## config.mk

```make
export PLATFORM = sky130hd
export DESIGN_NAME = acc_top
export DESIGN_NICKNAME = d
export VERILOG_FILES = /design/src/design/acc_pkg.sv /design/src/design/acc_top.sv
export VERILOG_INCLUDE_DIRS = /design/src /design/src/design
export SDC_FILE = /design/constraint.sdc
export NUM_CORES = 1
export LEC_CHECK = 0
export BUFFER_PORTS_ARGS = -buffer_cell sky130_fd_sc_hd__buf_2
export CORE_ASPECT_RATIO = 0.6
export CORE_UTILIZATION = 54
export CTS_BUF_LIST = sky130_fd_sc_hd__clkbuf_16
export DETAILED_ROUTE_END_ITERATION = 8
export PLACE_DENSITY = 0.76
export SETUP_SLACK_MARGIN = 0.2
export SYNTH_ARGS = -nofsm -noshare
export SYNTH_HDL_FRONTEND = slang
export SYNTH_HIERARCHICAL = 1
export SYNTH_SLANG_ARGS = --single-unit
```

## constraint.sdc

```tcl
create_clock -name clk_in -period 2.3 [get_ports clk_in]
set_input_delay 0.46 -clock clk_in [delete_from_list [all_inputs] [get_ports clk_in]]
set_output_delay 0.46 -clock clk_in [all_outputs]
set_load 0.005 [all_outputs]
```

## src/design/acc_regs.svh

```systemverilog
// timing and field constants for the conversion control block
`ifndef ACC_REGS_SVH
`define ACC_REGS_SVH
`define ACC_CLK_PERIOD_PS 8000
`define ACC_NAP_WAKE_NS 200
`define ACC_NAP_WAKE_CYC ((`ACC_NAP_WAKE_NS * 1000) / `ACC_CLK_PERIOD_PS)
`define ACC_CONV_MAX_NS 2200
`define ACC_CONV_CYC ((`ACC_CONV_MAX_NS * 1000) / `ACC_CLK_PERIOD_PS)
`define ACC_SLEEP_WAKE_MS 20
`define ACC_SLEEP_WAKE_CYC ((`ACC_SLEEP_WAKE_MS * 1000000) / (`ACC_CLK_PERIOD_PS / 1000))
`define ACC_DATA_W 14
`define ACC_FIFO_DEPTH 8
`endif

```

## src/design/acc_pkg.sv

```systemverilog
// types for the conversion control block
`default_nettype none
package acc_pkg;
    typedef enum logic [2:0] {ST_IDLE, ST_CONV, ST_NAP, ST_SLEEP, ST_WAKE} acc_state_t;
    typedef struct packed {
        logic power_down_n;
        logic chip_sel_n;
        logic read_n;
        logic conversion_start_n;
    } acc_ctrl_t;
endpackage
`default_nettype wire

```

## src/design/acc_top.sv

```systemverilog
// conversion control, shutdown and result output of the sampling converter
`timescale 1ns/1ps
`default_nettype none
`include "acc_regs.svh"

module acc_fifo #(
    parameter int WIDTH = 14,
    parameter int DEPTH = 8
) (
    input wire logic clk_in,
    input wire logic arst_n_in,
    input wire logic [WIDTH-1:0] wr_data_in,
    input wire logic wr_valid_in,
    output logic wr_ready_out,
    output logic [WIDTH-1:0] rd_data_out,
    output logic rd_valid_out,
    input wire logic rd_ready_in
);
    localparam int AW = $clog2(DEPTH);
    logic [WIDTH-1:0] mem_r [DEPTH];
    logic [AW:0] wp_r;
    logic [AW:0] rp_r;
    logic ready_r;
    // ready is registered so the write side sees a clean flop
    wire full = !ready_r;
    wire empty = (wp_r == rp_r);
    wire do_wr = wr_valid_in && !full;
    wire do_rd = rd_ready_in && !empty;
    wire [AW:0] wp_nxt = wp_r + (AW+1)'(do_wr);
    wire [AW:0] rp_nxt = rp_r + (AW+1)'(do_rd);
    wire full_nxt = (wp_nxt[AW] != rp_nxt[AW]) && (wp_nxt[AW-1:0] == rp_nxt[AW-1:0]);
    assign wr_ready_out = ready_r;
    assign rd_valid_out = !empty;
    assign rd_data_out = mem_r[rp_r[AW-1:0]];
    always_ff @(posedge clk_in)
    begin
        if (do_wr)
            mem_r[wp_r[AW-1:0]] <= wr_data_in;
    end
    always_ff @(posedge clk_in or negedge arst_n_in)
    begin
        if (!arst_n_in)
        begin
            wp_r <= '0;
            rp_r <= '0;
            ready_r <= 1'b1;
        end
        else
        begin
            wp_r <= wp_nxt;
            rp_r <= rp_nxt;
            ready_r <= !full_nxt;
        end
    end
endmodule

module acc_top (
    input wire logic clk_in,
    input wire logic arst_n_in,
    input wire logic power_down_n_in,
    input wire logic chip_sel_n_in,
    input wire logic read_n_in,
    input wire logic conversion_start_n_in,
    input wire logic [`ACC_DATA_W-1:0] sample_in,
    input wire logic sample_valid_in,
    output logic sample_ready_out,
    output logic busy_n_out,
    output logic [`ACC_DATA_W-1:0] data_out,
    output logic data_oe_n_out,
    output logic nap_out,
    output logic sleep_out
);
    localparam int CONV_CYC = `ACC_CONV_CYC;
    localparam int NAP_CYC = `ACC_NAP_WAKE_CYC;
    logic [3:0] s1_r;
    logic [3:0] s2_r;
    acc_pkg::acc_ctrl_t ctl;
    assign ctl = acc_pkg::acc_ctrl_t'(s2_r);
    always_ff @(posedge clk_in or negedge arst_n_in)
    begin
        if (!arst_n_in)
        begin
            s1_r <= 4'hF;
            s2_r <= 4'hF;
        end
        else
        begin
            s1_r <= {power_down_n_in, chip_sel_n_in, read_n_in, conversion_start_n_in};
            s2_r <= s1_r;
        end
    end

    acc_pkg::acc_state_t state_r;
    acc_pkg::acc_state_t state_nxt;
    logic [8:0] cnt_r;
    logic [8:0] cnt_nxt;
    logic start_d_r;
    logic [`ACC_DATA_W-1:0] result_r;
    logic busy_n_nxt;
    logic [`ACC_DATA_W-1:0] fifo_data;
    logic fifo_valid;

    wire start_req = !ctl.conversion_start_n && !ctl.chip_sel_n && ctl.power_down_n;
    wire start_fall = start_req && start_d_r;
    wire conv_done = (state_r == acc_pkg::ST_CONV) && (cnt_r == 9'(CONV_CYC - 1)) && fifo_valid;
    wire wake_done = (state_r == acc_pkg::ST_WAKE) && (cnt_r == 9'(NAP_CYC - 1));
    wire take_sample = conv_done;

    always_comb
    begin
        state_nxt = state_r;
        cnt_nxt = cnt_r;
        unique case (state_r)
            acc_pkg::ST_IDLE:
            begin
                cnt_nxt = '0;
                if (!ctl.power_down_n)
                    state_nxt = ctl.chip_sel_n ? acc_pkg::ST_SLEEP : acc_pkg::ST_NAP;
                else if (start_fall)
                    state_nxt = acc_pkg::ST_CONV;
            end
            acc_pkg::ST_CONV:
            begin
                if (cnt_r != 9'(CONV_CYC - 1))
                    cnt_nxt = cnt_r + 9'h001;
                if (conv_done)
                    state_nxt = acc_pkg::ST_IDLE;
            end
            acc_pkg::ST_NAP, acc_pkg::ST_SLEEP:
            begin
                cnt_nxt = '0;
                if (ctl.power_down_n)
                    state_nxt = acc_pkg::ST_WAKE;
            end
            acc_pkg::ST_WAKE:
            begin
                cnt_nxt = cnt_r + 9'h001;
                if (!ctl.power_down_n)
                    state_nxt = ctl.chip_sel_n ? acc_pkg::ST_SLEEP : acc_pkg::ST_NAP;
                else if (wake_done)
                    state_nxt = acc_pkg::ST_IDLE;
            end
        endcase
    end

    assign busy_n_nxt = !(state_nxt == acc_pkg::ST_CONV);
    wire oe_n_nxt = !(!ctl.chip_sel_n && !ctl.read_n);

    always_ff @(posedge clk_in or negedge arst_n_in)
    begin
        if (!arst_n_in)
        begin
            state_r <= acc_pkg::ST_IDLE;
            cnt_r <= '0;
            start_d_r <= 1'b0;
            result_r <= '0;
            busy_n_out <= 1'b1;
            data_oe_n_out <= 1'b1;
            nap_out <= 1'b0;
            sleep_out <= 1'b0;
        end
        else
        begin
            state_r <= state_nxt;
            cnt_r <= cnt_nxt;
            start_d_r <= !start_req;
            if (take_sample)
                result_r <= fifo_data;
            busy_n_out <= busy_n_nxt;
            data_oe_n_out <= oe_n_nxt;
            nap_out <= (state_nxt == acc_pkg::ST_NAP);
            sleep_out <= (state_nxt == acc_pkg::ST_SLEEP);
        end
    end
    assign data_out = result_r;

    acc_fifo #(.WIDTH(`ACC_DATA_W), .DEPTH(`ACC_FIFO_DEPTH)) u_fifo (
        .clk_in(clk_in),
        .arst_n_in(arst_n_in),
        .wr_data_in(sample_in),
        .wr_valid_in(sample_valid_in),
        .wr_ready_out(sample_ready_out),
        .rd_data_out(fifo_data),
        .rd_valid_out(fifo_valid),
        .rd_ready_in(take_sample)
    );
endmodule

`default_nettype wire

```

==> impl_metrics.ini <==
[finish]
area_growth_pct = 19.20
fin_util = 0.6716
fin_cells = 586
multi_input_area_um2 = 1864
fin_nets = 441
drive_above_1_share = 0.3638
n_antenna_cell = 0
final_area_um2 = 7714
fill_cells = 753
seq_area_um2 = 4578

[yosys]
yosysSeqAreaShare = 0.7075
synthArstFlopShare = 0.3000
synth_cells = 334
synthMuxAreaShare = 0.1717
synth_top_area_share = 0.5197
synth_seq_cells = 160
synthSimpleGateAreaFrac = 0.04834
synth_nets = 362
ys_types = 44
synthAdderAreaFrac = 0.01353
syn_area_per_cell_um2 = 19.37
synth_flop_cell = edfxtp_1
syn_area_um2 = 6471
yosysWarnings = 6
synth_area_leaders = edfxtp_1 (52%), dfrtp_1 (14%), mux4_1 (11%), dfstp_2 (4.5%), mux2_2 (3.5%)
synth_compound_area_frac = 0.02108
synth_top_area_cell = edfxtp_1
synth-edff-count = 112
synth_xor_xnor_area_share = 0.02166
synth_top_family_by_area = multiplexers

[sta]
setup_tns_ns = 0
final-hold-violation-count = 0
finalWorstSetupSlack_ns = 0.1443
drv_slew = 0
post-route-min-period_ns = 2.156
timing.hold.ws_ns = 0.1411
rsz0062_at_grt = yes
setup-violations-final = 0
worst_slew_pin_slew_ns = 0.4415
fin_crit_sh = 0.9373
maxSlewHeadroom = 0.7057
fmax_mhz = 463.9
fin_skew_ns = 0.006884

[clock_network]
cts_max_path_buffers = 2
cts_tree = done
clock_latency_ns = 0.42
cts_made_buffers = 17
clkTransAtPathRegs_ns = 0.06
clock_sinks = 160
cts_max_level = 4
clock-root-buffer = clkbuf_16

[floorplanning]
die_w_um = 143.3
die_h_um = 86.80
ioPinCount = 40
initial_core_util = 0.5634
fp.dieArea_um2 = 12440
num_rows = 30
core_area_um2 = 11490

[routing]
vias_per_cell = 5.495
drc_errors = 0
final_antenna_net_count = 0
first_iter_violations = 228
routedWlPerCell_um = 20.21
drt_pass1_iterations = 4
vias = 3220
routed_wl_mm = 11.84

[placement]
postPlaceCellArea_um2 = 6993
numPortBuffers = 39
gp_congestion = 0.8182
place_inst = 545
place_hpwl_mm = 7.527
dp_slack_ns = 0.03532

[grt]
grt_max_degree = 42
antenna_found_initial = 1
gr-usage-all-layers = 0.2162
grt_pass1_vias = 3408
grt_overflow = 0
grt_pass1_wl_mm = 18.54

[min_path]
hp-class = input pin to register
hold_path_end = s1_r[3]$_DFF_PN1_
holdPathStages = 1
hold_start = power_down_n_in

[worst_setup_path]
worst-path-max-fanout = 2
worstReg2RegStart = cnt_r[6]$_DFFE_PN0P_
startpoint_type = register
r2r_slack_ns = 0.14
crit_arrival_ns = 2.49
reg2reg_depth = 9
worstSetupPathType = register to register
r2r_end = u_fifo/wr_ready_out$_DFF_PN1_
cp.required_ns = 2.63
endpoint_kind = register

[pwr]
p_total_mw = 7.593
p_per_area_nw_per_um2 = 984.4
ir_drop_uv = 575.4
p_leak_nw = 2.979

[run_status]
status = complete, no violations

[job]
max-cap-violations = 0
## cell usage in the layout (no fill, tap or decap), drive strengths merged, types with 2 or more instances in the layout
cell and n:
nand3 6, dfrtp 37, nor3 3, or2 2, clkinv 2, nand4 3
dfstp 11, ha 7, nand2 6, mux4 28, o21ai 4, clkbuf 21
and3 3, mux2 30, edfxtp 112, a21oi 8, nand2b 5, buf 69
and2 2, xnor2 11, or3 3, xor2 5, inv 18, nor2 14
## where the power goes
group / internal [mW] / switching [mW] / total [mW]
Combinational: 0.495 / 0.669 / 1.16
Sequential: 3.54 / 0.187 / 3.72
Clock: 1.62 / 1.08 / 2.70
## sequential cells by signal (all words and copies together) (netlist names)
signal / cells
u_fifo/mem_r: 112
data_out: 14
cnt_r: 9
ctl: 4
s1_r: 4
u_fifo/rp_r: 4
u_fifo/wp_r: 4
state_r: 3
busy_n_out: 1
data_oe_n_out: 1
nap_out: 1
sleep_out: 1
start_d_r: 1
u_fifo/wr_ready_out: 1
## logic make-up (layout without fill, tap and decap cells)
group                      count (synthesis)  after routing
muxes                                     58             58
and+or+nand+nor                           53             53
buffers and inverters                     19            111
AOI/OAI and AO/OA                         21             21
xor gates and xnor gates                  16             16
DFF                                      160            160
adders and majority gates                  7              7
## worst max path at each step
stage                         startpoint                       endpoint  slack [ns]  cells after the start
floorplan           cnt_r[7]$_DFFE_PN0P_  u_fifo/wr_ready_out$_DFF_PN1_        0.19                      9
global placement    cnt_r[7]$_DFFE_PN0P_  u_fifo/wr_ready_out$_DFF_PN1_        0.13                      9
detailed placement  cnt_r[7]$_DFFE_PN0P_  u_fifo/wr_ready_out$_DFF_PN1_        0.04                      9
CTS                 cnt_r[2]$_DFFE_PN0P_  u_fifo/wr_ready_out$_DFF_PN1_        0.19                      9
global route        cnt_r[6]$_DFFE_PN0P_  u_fifo/wr_ready_out$_DFF_PN1_        0.06                      9
finish              cnt_r[6]$_DFFE_PN0P_  u_fifo/wr_ready_out$_DFF_PN1_        0.14                      9
## synth_stat cells (2+ instances only)
cell and instances:
buf_6 4, xnor2_1 11, inv_1 9, nand3_1 5
mux2_2 20, nand4_1 3, buf_1 2, edfxtp_1 112
buf_2 3, or2_2 2, nor3_1 2, dfstp_2 11
a21oi_1 8, or3_1 3, mux2_4 10, nand2b_1 5
and3_1 3, nor2_1 13, nand2_1 6, and2_1 2
xor2_1 5, mux4_1 28, o21ai_0 4, dfrtp_1 37
ha_1 7
## cell type report
cell class,instances,share of cell area
well taps,160,0.02595
flip-flops and latches,160,0.5935
inverters,9,0.004380
clock inverters,11,0.007299
clock buffers,21,0.06813
repair buffers,70,0.05904
multi-input cells,155,0.2417
## worst max-delay path, cell delays in order, from the launching register on
cell and delay (ns):
dfrtp_1 0.38, or4_4 0.57, nor2_4 0.10, and3_1 0.16, and2_4 0.15, ha_4 0.15
nand3_4 0.11, xnor2_4 0.18, xor2_1 0.17, nand4_1 0.11
## repair_timing
action                                 in CTS  in global routing
buffers inserted                            6                  2
hold buffers                                1                  0
gates resized for setup                     7                  2
pin swaps                                   6                  6
setup endpoints to repair                   1                 16
endpoints found under the hold margin       7                  0
## per-layer routing
| metal | GRT usage | vias up | part of all wire |
|---|---|---|---|
| met1 | 0.2870 | 1620 | 0.46 |
| met3 | 0.06243 | 17 | 0.057 |
| met2 | 0.3392 | 87 | 0.47 |
| li1 | - | 1496 | - |
| met4 | 0.09188 | 0 | 0.017 |
| met5 | 0 | - | 0 |
No activity file was read; power rests on OpenSTA's default activity.
